### src/logic/lucb_defs.svh
/*
 * constants for the logical unit configuration bank: indices, fields,
 * read values.
 * assumes inclusion by bare name from the modules.
 */
`ifndef LUCB_DEFS_SVH
`define LUCB_DEFS_SVH
// ==========================================================
// Function
// - bank registers read/write except 71h of fixed-type units; undefined bits reserved
// - reserved bits read back as zero; 10h bits 7-1 read back as written
// - index 07h holds selected unit number
// - index 10h enables memory-space register mapping
// - 12h/13h hold memory base bits 23-16, 31-24
// - 20h-2Fh decoded as global device registers
// - 30h bit 0 activates selected unit
// - 50h bit 0 selects memory space, gated
// - 60h/61h hold first I/O base
// - 62h/63h hold second I/O base
// - 70h bits 3-0 select interrupt line
// - 70h bit 4 enables wake event on interrupt
// - 71h bit 1 sets interrupt polarity
// - 71h bit 0 sets edge or level trigger
// - fixed-type units keep type bits read-only
// - indices 30h-71h are banked per unit; DMA indices 74h/75h read the same for every unit
// - unimplemented reads 00h, DMA indices 04h
// - activation enables runtime access; config stays open
// ==========================================================
`define LUCB_IDX_SEL 8'h07
`define LUCB_IDX_MAP 8'h10
`define LUCB_IDX_MBMID 8'h12
`define LUCB_IDX_MBTOP 8'h13
`define LUCB_IDX_GLB_LO 8'h20
`define LUCB_IDX_GLB_HI 8'h2f
`define LUCB_IDX_BANK 8'h30
`define LUCB_IDX_ACT 8'h30
`define LUCB_IDX_SPACE 8'h50
`define LUCB_IDX_IO0H 8'h60
`define LUCB_IDX_IO0L 8'h61
`define LUCB_IDX_IO1H 8'h62
`define LUCB_IDX_IO1L 8'h63
`define LUCB_IDX_IRQ 8'h70
`define LUCB_IDX_IRQT 8'h71
`define LUCB_IDX_DMA0 8'h74
`define LUCB_IDX_DMA1 8'h75
`define LUCB_DMA_NONE 8'h04
`define LUCB_UNUSED 8'h00
`define LUCB_MAP_EN_BIT 0
`define LUCB_WAKE_BIT 4
`define LUCB_POL_BIT 1
`define LUCB_TYPE_BIT 0
`define LUCB_IRQ_MASK 8'h1f
`define LUCB_IRQT_MASK 8'h03
`endif

### src/logic/lucb_pkg.sv
/*
 * types for the logical unit configuration bank.
 * assumes lucb_defs.svh is on the include path.
 */
package lucb_pkg;
   // which register group an index decodes to
   typedef enum logic [3:0] {
      LUCB_R_NONE, LUCB_R_SEL, LUCB_R_MAP, LUCB_R_MBMID, LUCB_R_MBTOP, LUCB_R_GLB,
      LUCB_R_ACT, LUCB_R_SPACE, LUCB_R_IO0H, LUCB_R_IO0L, LUCB_R_IO1H, LUCB_R_IO1L,
      LUCB_R_IRQ, LUCB_R_IRQT, LUCB_R_DMA
   } lucb_reg_t;
endpackage

### src/logic/lucb_config_bank.sv
/*
 * index/data configuration register bank with per-unit banks.
 * assumes one-cycle port strobes synchronous to clk.
 */
`include "lucb_defs.svh"
module lucb_config_bank #(
   parameter int NUM_UNITS = 9,
   parameter logic [NUM_UNITS-1:0] FIXED_TYPE = '0
) (
   input wire logic clk,
   input wire logic rst_n,
   input wire logic index_wr,
   input wire logic index_rd,
   input wire logic data_wr,
   input wire logic data_rd,
   input wire logic [7:0] wr_data,
   output logic [7:0] rd_data,
   input wire logic [7:0] glb_rd_data,
   output logic glb_wr,
   output logic glb_rd,
   output logic [7:0] glb_index,
   input wire logic [NUM_UNITS-1:0] unit_irq,
   output logic [7:0] logical_unit_selector,
   output logic memory_space_enable,
   output logic [15:0] memory_base_upper,
   output logic [NUM_UNITS-1:0] unit_active,
   output logic [NUM_UNITS-1:0] unit_in_memory,
   output logic [NUM_UNITS-1:0] unit_irq_wake_status,
   output logic power_event_request,
   output logic [NUM_UNITS*16-1:0] unit_io_base0,
   output logic [NUM_UNITS*16-1:0] unit_io_base1,
   output logic [NUM_UNITS*4-1:0] unit_irq_line,
   output logic [NUM_UNITS*2-1:0] unit_irq_type
);
   // ==========================================================
   // global state
   logic [7:0] idx_reg, idx_next, sel_reg, sel_next, map_reg, map_next;
   logic [7:0] mbm_reg, mbm_next, mbt_reg, mbt_next, rd_reg, rd_next;
   logic [NUM_UNITS-1:0] sts_reg, sts_next, pme_pulse;
   lucb_pkg::lucb_reg_t dec;
   logic sel_valid;
   logic [7:0] u_act [NUM_UNITS];
   logic [7:0] u_spc [NUM_UNITS];
   logic [15:0] u_io0 [NUM_UNITS];
   logic [15:0] u_io1 [NUM_UNITS];
   logic [7:0] u_irq [NUM_UNITS];
   logic [7:0] u_irqt [NUM_UNITS];

   // index decode
   always_comb begin
      unique case (idx_reg)
         `LUCB_IDX_SEL: dec = lucb_pkg::LUCB_R_SEL;
         `LUCB_IDX_MAP: dec = lucb_pkg::LUCB_R_MAP;
         `LUCB_IDX_MBMID: dec = lucb_pkg::LUCB_R_MBMID;
         `LUCB_IDX_MBTOP: dec = lucb_pkg::LUCB_R_MBTOP;
         `LUCB_IDX_ACT: dec = lucb_pkg::LUCB_R_ACT;
         `LUCB_IDX_SPACE: dec = lucb_pkg::LUCB_R_SPACE;
         `LUCB_IDX_IO0H: dec = lucb_pkg::LUCB_R_IO0H;
         `LUCB_IDX_IO0L: dec = lucb_pkg::LUCB_R_IO0L;
         `LUCB_IDX_IO1H: dec = lucb_pkg::LUCB_R_IO1H;
         `LUCB_IDX_IO1L: dec = lucb_pkg::LUCB_R_IO1L;
         `LUCB_IDX_IRQ: dec = lucb_pkg::LUCB_R_IRQ;
         `LUCB_IDX_IRQT: dec = lucb_pkg::LUCB_R_IRQT;
         `LUCB_IDX_DMA0, `LUCB_IDX_DMA1: dec = lucb_pkg::LUCB_R_DMA;
         default: begin
            if (idx_reg >= `LUCB_IDX_GLB_LO && idx_reg <= `LUCB_IDX_GLB_HI) begin
               dec = lucb_pkg::LUCB_R_GLB;
            end else begin
               dec = lucb_pkg::LUCB_R_NONE;
            end
         end
      endcase
   end

   // banked accesses only reach a valid unit number
   assign sel_valid = (sel_reg < 8'(NUM_UNITS));

   // per-unit banks
   genvar g;
   generate
      for (g = 0; g < NUM_UNITS; g = g + 1) begin : gen_unit
         lucb_unit_bank #(
            .FIXED_TYPE(FIXED_TYPE[g]),
            .FIXED_IRQT(2'b01)
         ) u_bank (
            .clk(clk),
            .rst_n(rst_n),
            .wr_en(data_wr && sel_valid && (sel_reg == 8'(g))),
            .wr_reg(dec),
            .wr_data(wr_data),
            .unit_irq(unit_irq[g]),
            .memory_space_enable(memory_space_enable),
            .activation(u_act[g]),
            .space_sel(u_spc[g]),
            .io_base0(u_io0[g]),
            .io_base1(u_io1[g]),
            .irq_sel(u_irq[g]),
            .irq_type(u_irqt[g]),
            .unit_active(unit_active[g]),
            .unit_in_memory(unit_in_memory[g]),
            .power_event_request(pme_pulse[g])
         );
         assign unit_io_base0[g*16 +: 16] = u_io0[g];
         assign unit_io_base1[g*16 +: 16] = u_io1[g];
         assign unit_irq_line[g*4 +: 4] = u_irq[g][3:0];
         assign unit_irq_type[g*2 +: 2] = u_irqt[g][1:0];
      end
   endgenerate

   // next values of global registers and read data
   always_comb begin
      idx_next = index_wr ? wr_data : idx_reg;
      sel_next = sel_reg;
      map_next = map_reg;
      mbm_next = mbm_reg;
      mbt_next = mbt_reg;
      // wake status: new event wins over nothing; cleared only by reset
      sts_next = sts_reg | pme_pulse;
      if (data_wr) begin
         unique case (dec)
            lucb_pkg::LUCB_R_SEL: sel_next = wr_data;
            lucb_pkg::LUCB_R_MAP: map_next = wr_data;
            lucb_pkg::LUCB_R_MBMID: mbm_next = wr_data;
            lucb_pkg::LUCB_R_MBTOP: mbt_next = wr_data;
            default: sel_next = sel_reg;
         endcase
      end
      rd_next = rd_reg;
      if (index_rd) begin
         rd_next = idx_reg;
      end else if (data_rd) begin
         rd_next = `LUCB_UNUSED;
         unique case (dec)
            lucb_pkg::LUCB_R_SEL: rd_next = sel_reg;
            lucb_pkg::LUCB_R_MAP: rd_next = map_reg;
            lucb_pkg::LUCB_R_MBMID: rd_next = mbm_reg;
            lucb_pkg::LUCB_R_MBTOP: rd_next = mbt_reg;
            lucb_pkg::LUCB_R_GLB: rd_next = glb_rd_data;
            lucb_pkg::LUCB_R_DMA: rd_next = `LUCB_DMA_NONE;
            lucb_pkg::LUCB_R_NONE: rd_next = `LUCB_UNUSED;
            default: begin
               if (sel_valid) begin
                  unique case (dec)
                     lucb_pkg::LUCB_R_ACT: rd_next = u_act[sel_reg[3:0]];
                     lucb_pkg::LUCB_R_SPACE: rd_next = u_spc[sel_reg[3:0]];
                     lucb_pkg::LUCB_R_IO0H: rd_next = u_io0[sel_reg[3:0]][15:8];
                     lucb_pkg::LUCB_R_IO0L: rd_next = u_io0[sel_reg[3:0]][7:0];
                     lucb_pkg::LUCB_R_IO1H: rd_next = u_io1[sel_reg[3:0]][15:8];
                     lucb_pkg::LUCB_R_IO1L: rd_next = u_io1[sel_reg[3:0]][7:0];
                     lucb_pkg::LUCB_R_IRQ: rd_next = u_irq[sel_reg[3:0]];
                     lucb_pkg::LUCB_R_IRQT: rd_next = u_irqt[sel_reg[3:0]];
                     default: rd_next = `LUCB_UNUSED;
                  endcase
               end
            end
         endcase
      end
   end

   // global registers
   always_ff @(posedge clk) begin
      if (!rst_n) begin
         idx_reg <= 8'h00;
         sel_reg <= 8'h00;
         map_reg <= 8'h00;
         mbm_reg <= 8'h00;
         mbt_reg <= 8'h00;
         sts_reg <= '0;
         rd_reg <= 8'h00;
      end else begin
         idx_reg <= idx_next;
         sel_reg <= sel_next;
         map_reg <= map_next;
         mbm_reg <= mbm_next;
         mbt_reg <= mbt_next;
         sts_reg <= sts_next;
         rd_reg <= rd_next;
      end
   end

   // outputs
   assign rd_data = rd_reg;
   assign glb_wr = data_wr && (dec == lucb_pkg::LUCB_R_GLB);
   assign glb_rd = data_rd && (dec == lucb_pkg::LUCB_R_GLB);
   assign glb_index = idx_reg;
   assign logical_unit_selector = sel_reg;
   assign memory_space_enable = map_reg[`LUCB_MAP_EN_BIT];
   assign memory_base_upper = {mbt_reg, mbm_reg};
   assign unit_irq_wake_status = sts_reg;
   assign power_event_request = |pme_pulse;
endmodule

### src/logic/lucb_unit_bank.sv
/*
 * one logical unit's banked configuration registers and wake logic.
 * assumes writes arrive as one-cycle strobes already decoded.
 */
`include "lucb_defs.svh"
module lucb_unit_bank #(
   parameter logic FIXED_TYPE = 1'b0,
   parameter logic [1:0] FIXED_IRQT = 2'b00
) (
   input wire logic clk,
   input wire logic rst_n,
   input wire logic wr_en,
   input wire lucb_pkg::lucb_reg_t wr_reg,
   input wire logic [7:0] wr_data,
   input wire logic unit_irq,
   input wire logic memory_space_enable,
   output logic [7:0] activation,
   output logic [7:0] space_sel,
   output logic [15:0] io_base0,
   output logic [15:0] io_base1,
   output logic [7:0] irq_sel,
   output logic [7:0] irq_type,
   output logic unit_active,
   output logic unit_in_memory,
   output logic power_event_request
);
   // ==========================================================
   // register state
   logic [7:0] act_reg, act_next, spc_reg, spc_next, irq_reg, irq_next, irqt_reg, irqt_next;
   logic [15:0] io0_reg, io0_next, io1_reg, io1_next;
   logic pme_reg, pme_next;

   // next values from strobed writes
   always_comb begin
      act_next = act_reg;
      spc_next = spc_reg;
      io0_next = io0_reg;
      io1_next = io1_reg;
      irq_next = irq_reg;
      irqt_next = irqt_reg;
      if (wr_en) begin
         unique case (wr_reg)
            lucb_pkg::LUCB_R_ACT: act_next = {7'h00, wr_data[0]};
            lucb_pkg::LUCB_R_SPACE: spc_next = {7'h00, wr_data[0]};
            lucb_pkg::LUCB_R_IO0H: io0_next[15:8] = wr_data;
            lucb_pkg::LUCB_R_IO0L: io0_next[7:0] = wr_data;
            lucb_pkg::LUCB_R_IO1H: io1_next[15:8] = wr_data;
            lucb_pkg::LUCB_R_IO1L: io1_next[7:0] = wr_data;
            lucb_pkg::LUCB_R_IRQ: irq_next = wr_data & `LUCB_IRQ_MASK;
            lucb_pkg::LUCB_R_IRQT: irqt_next = FIXED_TYPE ? irqt_reg
                                       : (wr_data & `LUCB_IRQT_MASK);
            default: act_next = act_reg;
         endcase
      end
      // wake event only with enable and an assigned line
      pme_next = unit_irq && irq_reg[`LUCB_WAKE_BIT] && (irq_reg[3:0] != 4'h0);
   end

   // registers; reset clears activation, space select and wake enable
   always_ff @(posedge clk) begin
      if (!rst_n) begin
         act_reg <= 8'h00;
         spc_reg <= 8'h00;
         io0_reg <= 16'h0000;
         io1_reg <= 16'h0000;
         irq_reg <= 8'h00;
         irqt_reg <= FIXED_TYPE ? {6'h00, FIXED_IRQT} : 8'h00;
         pme_reg <= 1'b0;
      end else begin
         act_reg <= act_next;
         spc_reg <= spc_next;
         io0_reg <= io0_next;
         io1_reg <= io1_next;
         irq_reg <= irq_next;
         irqt_reg <= irqt_next;
         pme_reg <= pme_next;
      end
   end

   // outputs
   assign activation = act_reg;
   assign space_sel = spc_reg;
   assign io_base0 = io0_reg;
   assign io_base1 = io1_reg;
   assign irq_sel = irq_reg;
   assign irq_type = irqt_reg;
   assign unit_active = act_reg[0];
   assign unit_in_memory = spc_reg[0] & memory_space_enable;
   assign power_event_request = pme_reg;
endmodule

### config.mk
export PLATFORM = sky130hd
export DESIGN_NAME = lucb_config_bank
export DESIGN_NICKNAME = d
export VERILOG_FILES = /design/src/logic/lucb_pkg.sv /design/src/logic/lucb_config_bank.sv /design/src/logic/lucb_unit_bank.sv
export VERILOG_INCLUDE_DIRS = /design/src /design/src/logic
export SDC_FILE = /design/constraint.sdc
export NUM_CORES = 1
export LEC_CHECK = 0
export ABC_AREA = 1
export BUFFER_PORTS_ARGS = -buffer_cell sky130_fd_sc_hd__buf_2
export CAP_MARGIN = 30
export CORE_UTILIZATION = 40
export DETAILED_ROUTE_END_ITERATION = 8
export HOLD_SLACK_MARGIN = 0.03
export PLACE_DENSITY_LB_ADDON = 0.25
export SLEW_MARGIN = 20
export SYNTH_ARGS = -nofsm -noshare
export SYNTH_HDL_FRONTEND = slang
export SYNTH_SLANG_ARGS = --single-unit
### constraint.sdc
create_clock -name clk -period 5.9 [get_ports clk]
set_clock_uncertainty 0.2 [all_clocks]
set_input_delay 1.18 -clock clk [delete_from_list [all_inputs] [get_ports clk]]
set_output_delay 1.18 -clock clk [all_outputs]
set_load 0.05 [all_outputs]
Yosys cells after proc, flatten, opt, wreduce, memory -nomap -nowiden

Index checks and enable logic that the tools add are counted.

Add/subtract/negate cells: 0
Multiply operators: 0
Div/mod/pow operators: 0
Magnitude comparators: 4
Equal/unequal tests: 36
Shift operators: 0
Mux-type cells: 25
Bitwise gates (word level): 11
Reduce and logical (&&, ||, !) cells: 121

Operators with widths:

| kind                                                                  | count |
|---|---|
| 2-bit AND reduction                                                   | 76 |
| 16-bit binary-select mux with 4-bit select                            | 2 |
| 8-bit binary-select mux with 4-bit select                             | 4 |
| 8-bit 2-to-1 mux                                                      | 11 |
| 8-bit by 7-bit == test with 1-bit output, second input constant       | 9 |
| 16-bit 2-to-1 mux                                                     | 4 |
| 8-bit one-hot mux with 8 select lines                                 | 1 |
| 8-bit one-hot mux with 7 select lines                                 | 1 |
| 4-bit one-hot mux with 13 select lines                                | 1 |
| 8-bit by 3-bit == test with 1-bit output, second input constant       | 5 |
| 4-bit nonzero test                                                    | 9 |
| 1-bit logical AND                                                     | 31 |
| 4-bit == test, second input constant                                  | 7 |
| 8-bit by 5-bit == test with 1-bit output, second input constant       | 3 |
| 4-bit by 3-bit == test with 1-bit output, second input constant       | 4 |
| 8-bit by 2-bit == test with 1-bit output, second input constant       | 2 |
| 1-bit AND                                                             | 9 |
| 9-bit OR                                                              | 1 |
| 9-bit OR reduction                                                    | 1 |
| 4-bit by 2-bit == test with 1-bit output, second input constant       | 2 |
| 8-bit by 1-bit == test with 1-bit output, second input constant       | 1 |
| 8-bit by 4-bit == test with 1-bit output, second input constant       | 1 |
| 8-bit by 6-bit == test with 1-bit output, second input constant       | 1 |
| 8-bit by 6-bit >= comparator with 1-bit output, second input constant | 1 |
| other kinds (10)                                                      | 10 |

Flip-flop bits (word level): 435
Latch bits: 0
Memory bits (writable): 0
ROM bits: 0
Input port bits: 31
Logic and storage cells: 285
Memories: 0

Longest topological paths before layout

Gate-level depths: netlist of run 1.

Word-level depth: 10
Mapped depth: 17
Mapped depth without buffers: 14

By module

Synthesis of run 1 repeated with hierarchy kept, for this count alone.

Cell total of the unflattened synthesis: 4573
Area, all modules: 26489.2 µm²

By module, submodules not included:

| module           | times used | cells each | area an instance (µm²) | sequential area each (µm²) |
|---|---|---|---|---|
| lucb_unit_bank   | 9          | 273        | 1880.6                 | 840.8 |
| lucb_config_bank | 1          | 2116       | 9564.2                 | 1141.1 |

Worst setup path before layout of run 1

No wires, ideal clock.

Path type: in2out
Start point: input data_wr
End point: output glb_wr
Arrival time: 2250 ps
Slack: 2270 ps
Stages: 3
Cells stage by stage: clkbuf_1 > inv_1 > nor2_1

Longest elaborated chain between the ends: 1

Ends and longest elaborated chain:

| element            | RTL line                | source |
|---|---|---|
| start: declaration | lucb_config_bank.sv:14  | `input wire logic data_wr,` |
| 1-bit logical AND  | lucb_config_bank.sv:183 | `assign glb_wr = data_wr && (dec == lucb_pkg::LUCB_R_GLB);` |
| end: declaration   | lucb_config_bank.sv:19  | `output logic glb_wr,` |

No other way between the ends.

Final worst setup path of run 1

Start point: register sel_reg[1], in the netlist logical_unit_selector[1]
End point: register rd_reg[3], in the netlist rd_data[3]

Longest elaborated chain between the ends: 9
Elaborated cells on any way between the ends: 25
Classes of those cells: order compare (1); mux (23); bitwise (1)

Ends and longest elaborated chain:

| element                                                                            | RTL line                | source |
|---|---|---|
| start: declaration                                                                 | lucb_config_bank.sv:37  | `logic [7:0] idx_reg, idx_next, sel_reg, sel_next, map_reg, map_next;` |
| start signal: assignment                                                           | lucb_config_bank.sv:172 | `sel_reg <= sel_next;` |
| 4-bit inverter with 5-bit output (implied by the code)                             | n/a                     |  |
| 8-bit binary-select mux with 4-bit select, or another cell as far along            | lucb_config_bank.sv:151 | `lucb_pkg::LUCB_R_IRQT: rd_next = u_irqt[sel_reg[3:0]];` |
| 8-bit 2-to-1 mux (implied by the code), or another cell as far along (2 in series) | lucb_config_bank.sv:151 |  |
| 8-bit one-hot mux with 8 select lines                                              | lucb_config_bank.sv:143 | `unique case (dec)` |
| 8-bit 2-to-1 mux (*)                                                               | lucb_config_bank.sv:142 | `if (sel_valid) begin` |
| 8-bit one-hot mux with 7 select lines (*)                                          | lucb_config_bank.sv:133 | `unique case (dec)` |
| 8-bit 2-to-1 mux (*)                                                               | lucb_config_bank.sv:131 | `end else if (data_rd) begin` |
| 8-bit 2-to-1 mux (*)                                                               | lucb_config_bank.sv:129 | `if (index_rd) begin` |
| end signal: assignment                                                             | lucb_config_bank.sv:177 | `rd_reg <= rd_next;` |
| end: declaration                                                                   | lucb_config_bank.sv:38  | `logic [7:0] mbm_reg, mbm_next, mbt_reg, mbt_next, rd_reg, rd_next;` |

Every way passes the cells marked *; elsewhere a longest branch is shown, timed or not. The select of a mux whose other input is x is not followed.
A chain may end at the register's enable or synchronous reset.

==> results.md, run 1 <==
- The clock reaches the later pin of the worst-skew pair after 0.61 ns.
- The width of the die is 225 um.
- Setup violations remaining at the end of the flow were counted as 0.
- The worst stage delay on the critical path is 0.93 ns.
- For the worst setup path, the data required time is 6.22 ns.
- No sink is reached through more buffers than the 3 on the longest clock path.
- Across the run, the number of max-cap violations was 0.
- The start of the worst register-to-register path is logical_unit_selector[1].
- The count of state elements after synthesis is 435.
- By area the synthesized netlist is led by dfxtp_1 (44%), o21ai_0 (11%), nor2_1 (8.4%).
- The maximum fanout along the worst path is 25.
- The ratio of final minimum period to clock period is 0.781.
- The clock-pin slew on the worst setup and hold paths is 0.06 ns.
- The layout cell share with drive strength beyond 1 is 0.201.
- The total overflow left after global routing is 0.
- For this run, asynchronously set or reset flops after synthesis account for 0.
- In the final routed layout, each cell accounts on average for 22.7 um.
- The relative slew slack is 0.377.
- The commonest cells after synthesis are nor2_1 (443), nand2_1 (442), o21ai_0 (438).
- The area growth from synthesis to layout is 19.6%.
- The flow ran to the end, and the final reports show no timing, DRC or antenna violations.
- The type of the tightest min-delay check is flip-flop to flip-flop.
- The most frequently used flop master after synthesis is dfxtp_1.
- The effective utilization at floorplan is 0.406.
- The maximum VDD drop is 0.000211 V.
- The quantity of gates resized following cts is 0.
- The analysis attributes to net switching a power of 1.56 mW.
- Summed over all instances, the cell type with the most area after synthesis is dfxtp_1.
- The via count of the first global-routing pass was 19,000.
- The detailed router finished its first iteration with 2,613 violations.
- The cell with the most instances after synthesis is nor2_1.
- The cell count after placement is 3,746.
- The top achievable clock speed is 217 MHz.
- In this run the static leakage power is 10.8 nW.
- In this run the power density over the cells is 273 mW/mm^2.
- The synthesized design contains 0 enable-type register cells.
- The cts-stage hold buffer count is 0.
- The share of synthesized area in the top cell type comes to 0.440.
- The final sum of negative setup slack is 0 ns.
- Synthesis handed over a netlist of 2,846 instances.
- The average instance in the mapped netlist occupies 6.96 um^2.
- The count of pins over their slew limit came to 0.
- Yosys mapped the design onto 38 distinct sky130hd cell types.
- The overall power is 6.48 mW.
- For this run, the register share of the synthesized area comes to 0.440.
- Walking the worst path, the cells encountered are inv_1 -> nand2_2 -> buf_4 -> o22ai_1 -> o21ai_0 -> nand4_1 -> nand2_1 -> o21ai_1 -> nand2_1 -> nand2_1 -> a21oi_1.
- At the pin with the least slew margin, the transition time is 0.933 ns.
- The number of design rule violations left after detail routing is 0.
- The final wirelength is 87.1 mm.
- The region available for standard cell placement spans 0.0488 mm^2.
- Once detail routing completed, the nets flagged for antenna violations numbered 0.
- The clock buffer count from CTS is 49.
- The largest net degree at the start of global routing is 218.
- The share of total power dissipated in sequential elements is 0.457.
- The number of buffers and inverters on the critical path is 2.
- The via total after detailed routing is 21,100.
- The cell family contributing the most delay on the critical path is simple AND/OR/NAND/NOR gates.
- The die area is 0.0504 mm^2.
- The share of total power dissipated in the clock network is 0.497.
- The warning count from the yosys run is 0.
- The endpoint arrival time on the critical path is 4.93 ns.
- The final core utilization is 0.485.
- In this run the worst setup path begins at logical_unit_selector[1].
- The global-route wire length before repair is 125 mm.
- The most numerous cell on the critical path is nand2_1.
- The final weighted congestion in routability-driven placement is 0.927.
- The worst setup path is captured at a flip-flop.
- Pin placement for this block handled 444 I/O pins.
- The worst path in the final design needs a cycle of 4.61 ns, including I/O delays and setup.
- The net switching share of the total power is 0.241.
- The final-stage net count is 3,166.
- CTS placed an instance of clkbuf_16 at the clock tree root.
- The share of total power dissipated in combinational logic is 0.046.
- The cell type of the slowest stage on the worst timing path is dfxtp_1.
- The start point of the worst min-delay path is map_reg[1].
- Post-CTS timing repair inserted 0 buffers for setup.
- The pre-antenna-repair detailed-routing pass consisted of 5 iterations.
- The type of the setup path with the least slack is flip-flop to flip-flop.
- Setup repair after global routing left no endpoint under its margin.
- Leaving out filler cells and counting taps, the final layout contains 3,837.
- The standard-cell row count is 81.
- The quantity of I/O buffers inserted on ports is 443.
- Detailed placement ended at an HPWL of 61.7 mm.
- Measured along the y axis, the die boundary spans 225 um.
- The internal power is 4.92 mW.
- Counting every net in the synthesized netlist gives 2,877.
- The via-per-instance ratio is 5.49.
- TritonCTS built the clock tree.
- The post-route cell area is 0.0237 mm^2.
- The placed instances occupy a cell area of 0.0220 mm^2.
- Clock tree synthesis found a total of 435 sinks.
- The antenna diode count is 0.
- The number of antenna violations at the first check in global routing was 0.
- The global routing usage summed across all routing layers is 0.333.
- CTS built an H-tree with a depth of 2.
- The cell area after technology mapping is 0.0198 mm^2.
- STA classifies the critical path startpoint as a flip-flop.
- The final hold violation count is 0.
-- routing by layer --
| metal | vias up | share of wire | track usage |
|---|---|---|---|
| li1 | 9807 | - | - |
| met1 | 9887 | 0.41 | 0.440 |
| met2 | 1182 | 0.45 | 0.525 |
| met3 | 202 | 0.094 | 0.0576 |
| met4 | 0 | 0.046 | 0.160 |
| met5 | - | 0 | 0 |
-- cell families (layout without fill, tap and decap cells) --
kind of cell / after synthesis / after routing / synth area share
compound gates: 817 / 817 / 0.211
buf+inv: 519 / 846 / 0.113
flops: 435 / 435 / 0.440
simple gates: 1075 / 1075 / 0.236
-- cell type report --
class | count | area (um^2)
fillers | 4998 | 25200
multi-input cells | 1892 | 8890
flip-flops and latches | 435 | 8710
repair buffers | 473 | 2510
clock buffers | 72 | 1480
inverters | 284 | 1080
well taps | 664 | 831
clock inverters | 17 | 199
-- metrics by stage --
step                hold WS (ns)  setup WS, ns
floorplan                  0.228          2.27
global placement           0.240          1.70
detailed placement         0.247          1.59
CTS                        0.256          1.56
global route               0.277          1.22
finish                     0.260          1.29
-- tightest hold or removal path: cells and delay by family, from the launching register on --
family | cells | cell delay (ns)
DFF | 1 | 0.30
buffers and inverters | 1 | 0.06
AOI/OAI and AO/OA | 1 | 0.06
-- power groups by stage --
stage	sequential (mW)	combinational, mW	clock [mW]
after floorplan	3.05	0.161	0
after global placement	3.02	0.282	0
after detailed placement	3.02	0.287	0
after CTS	2.96	0.288	3.23
after global routing	2.96	0.317	3.34
final	2.96	0.297	3.22
-- placed cells by master (no fill, tap or decap), types with 3 or more instances in the layout --
cell type,count
o21ai_0,438
buf_4,26
o22ai_1,28
nor2_2,5
buf_2,442
clkbuf_1,9
nand3_1,49
nand2_4,11
buf_12,3
nand4_1,59
nor4_1,10
or2_2,12
nor2_4,4
inv_2,12
nor2_8,10
nand2_2,17
a31oi_1,5
clkbuf_8,13
a211oi_1,6
inv_1,259
a22oi_1,6
nor2_1,441
nor3_1,13
clkinv_1,4
clkinv_2,17
dfxtp_1,435
a21oi_1,326
nand2_1,439
clkbuf_16,51
o21bai_1,3
bufinv_16,4
-- worst paths after layout --
kind	endpoint	slack, ns	cells past startpoint
hold reg to reg	map_reg[1]	0.26	2
setup / recovery	rd_data[3]	1.29	11
setup reg to reg	rd_data[3]	1.29	11
hold / removal	map_reg[1]	0.26	2
Power figures use the tool's default switching activity.
==> run 2: changes to the inputs <==
- clock period: 5.9 -> 3.71 ns (I/O delays scaled with it)
==> results.md, run 2 (synthesis results as in run 1) <==
- CTS placed an instance of clkbuf_16 at the clock tree root.
- The maximum level of the CTS H-tree is 2 (unchanged).
- The number of I/O pins is 444 (unchanged).
- The end of the worst register-to-register path is rd_data[2].
- The maximum fanout along the worst path is 46 (+84%).
- The post-CTS setup-driven buffer insertion count is 0 (unchanged).
- The startpoint identified for the worst hold timing path is unit_irq[1].
- The final critical-path setup slack was 0.369 ns (-0.923 ns).
- The depth of the worst register-to-register path is 12 (+1).
- The static leakage is 10.8 nW (+0.24%).
- The quantity of gates resized following cts is 0 (unchanged).
- The via-per-instance ratio is 5.52 (+0.41%).
- The worst slack after detailed placement is 0.533 ns (-1.05 ns).
- The total congestion overflow is 0 (unchanged).
- The largest net degree at the start of global routing is 174 (-20%).
- The layout cell share with drive strength beyond 1 is 0.203 (+0.00195).
- The via total after detailed routing is 21,200 (+0.65%).
- The count of clock tree sinks is 435 (unchanged).
- In the layout the commonest cells are buf_2 (442), nor2_1 (441), nand2_1 (439).
- The relative slew slack is 0.324 (-0.0532).
- The final-stage net count is 3,181 (+0.47%).
- The instance area at placement came to 0.0222 mm^2 (+0.84%).
- The flow ran to the end, and the final reports show no timing, DRC or antenna violations.
- The standard-cell row count was 81 (unchanged).
- The die area was 0.0504 mm^2 (unchanged).
- The antenna diode count is 0 (unchanged).
- The maximum root-to-sink buffer count came to 3 (unchanged).
- The placed wire-length estimate after detailed placement came to 64.0 mm (+3.7%).
- The final weighted congestion in routability-driven placement is 0.978 (+5.5%).
- The length of the first detailed-routing pass in iterations is 6 (+1).
- The worst setup slack for register-to-register paths is 0.37 ns (-0.92 ns).
- The endpoint required time on the critical path was 4.02 ns (-2.20 ns).
- The number of antenna violations at the first check in global routing was 1 (+1).
- The area of the core is 0.0488 mm^2 (unchanged).
- The clock latency on the worst-skew pair came to 0.60 ns (about the same).
- The remaining number of nets flagged by the antenna check after routing is 0 (unchanged).
- From synthesis to final layout, the design area changed by 19.7%.
- The endpoint arrival time on the critical path is 3.65 ns (-1.28 ns).
- The first-iteration detailed-routing DRC count is 2,432 (-6.9%).
- The hold path endpoint is gen_unit[1].u_bank.power_event_request.
- The slew at the pin closest to its max-slew limit is 1.01 ns (+0.0800 ns).
- The final hold violation count is 0 (unchanged).
- The post-route cell area came to 0.0237 mm^2 (+0.12%).
- The clock period minus final worst setup slack is 3.34 ns (-1.27 ns).
- Setup repair after global routing left no endpoint under its margin.
- The count of pins over their slew limit is 0 (unchanged).
- The depth of the worst hold-timing path came to 3 (+1).
- The top achievable clock speed is 299 MHz (+38%).
- The final wirelength is 87.9 mm (+0.84%).
- The chip height is 225 um (unchanged).
- The most common library cell in the layout ignoring fill and taps is buf_2.
- The maximum VDD drop is 0.000296 V (+40%).
- The cts-stage hold buffer count was 0 (unchanged).
- The count of max-cap constraint violations was 0 (unchanged).
- The effective utilization at floorplan is 0.406 (unchanged).
- The worst setup path is launched from a flip-flop.
- The global-route wire length before repair is 127 mm (+1.6%).
- The start of the worst register-to-register path is logical_unit_selector[1].
- The total power per unit cell area is 423 mW/mm^2 (+55%).
- The clock buffer count from CTS came to 48 (-2.0%).
- TritonCTS built the clock tree.
- The routed length per placed instance was 22.8 um (+0.60%).
- The via count of the first global-routing pass was 19,400 (+2.2%).
- The type of the setup path with the least slack is flip-flop to flip-flop.
- The ratio of final minimum period to clock period is 0.900 (+0.120).
- The width of the die is 225 um (unchanged).
- The final count of negative-setup-slack endpoints is 0 (unchanged).
- The global routing usage summed across all routing layers is 0.338 (+0.00460).
- The clock-pin slew on the worst setup and hold paths is 0.06 ns (about the same).
- The number of design rule violations left after detail routing is 0 (unchanged).
- The quantity of I/O buffers inserted on ports is 443 (unchanged).
- The type of the tightest min-delay check is input pin to flip-flop.
- STA classifies the critical path endpoint as a flip-flop.
- The final sum of negative setup slack was 0 ns (unchanged).
- The number of fillers in the final layout was 4,995 (-0.060%).
run 2: changes by cell type in the layout (fill, tap and decap cells not counted), sizes merged:
cell,previous run,this run
buf,472,488
bufinv,4,3
clkinv,23,21
inv,273,272
clkbuf,73,70
run 2: through the flow:
| stage | util | hold WS [ns] | power [mW] | instances |
|---|---|---|---|---|
| 2_1_floorplan | - | 0.228 | 5.11 | 2846 |
| 3_3_place_gp | 0.453 | 0.239 | 5.27 | 3763 |
| 3_5_place_dp | 0.454 | 0.248 | 5.27 | 3764 |
| 4_1_cts | 0.486 | 0.180 | 10.0 | 3846 |
| 5_1_grt | 0.486 | 0.198 | 10.3 | 3846 |
| 6_report | 0.486 | 0.197 | 10.0 | 3846 |
run 2: worst max path at each step:
stage,start,to,slack (ns),cells after the start
floorplan,data_wr,glb_wr,0.96,3
global placement,logical_unit_selector[1],rd_data[3],0.61,12
detailed placement,logical_unit_selector[1],rd_data[3],0.53,12
CTS,logical_unit_selector[1],rd_data[3],0.49,12
global route,logical_unit_selector[1],rd_data[3],0.24,12
finish,logical_unit_selector[1],rd_data[2],0.37,12
run 2: metal layers:
metal | GRT usage | vias up | share of wire
met1 | 0.439 | 9938 | 0.41
met5 | 0 | - | 0.00015
met4 | 0.171 | 2 | 0.054
met3 | 0.0725 | 238 | 0.094
li1 | - | 9827 | -
met2 | 0.527 | 1209 | 0.44
run 2: critical path: stages, from the launching register on:
cell      delay [ns]
dfxtp_1         0.64
inv_1           0.36
buf_4           0.28
nand2_2         0.08
buf_12          0.31
o22ai_1         0.16
o21ai_0         0.51
nand4_1         0.14
nand2_1         0.18
o21bai_1        0.13
nand2_1         0.08
nand2_1         0.05
a21oi_1         0.11
run 2: layout make-up:
cell class                 count  area, um^2  area share
timing repair buffer         489        2660       0.112
clock buffer                  69        1400      0.0591
multi-input combinational   1892        8890       0.375
inverter                     284        1080      0.0455
sequential                   435        8710       0.367
tap                          664         831      0.0350
clock inverter                13         150     0.00633
run 2: where the power goes:
part	internal [mW]	leakage (nW)	total [mW]	switching, mW
registers	4.69	3.51	4.70	0.0170
clock network	2.82	0.766	4.84	2.03
logic	0.106	6.55	0.477	0.371
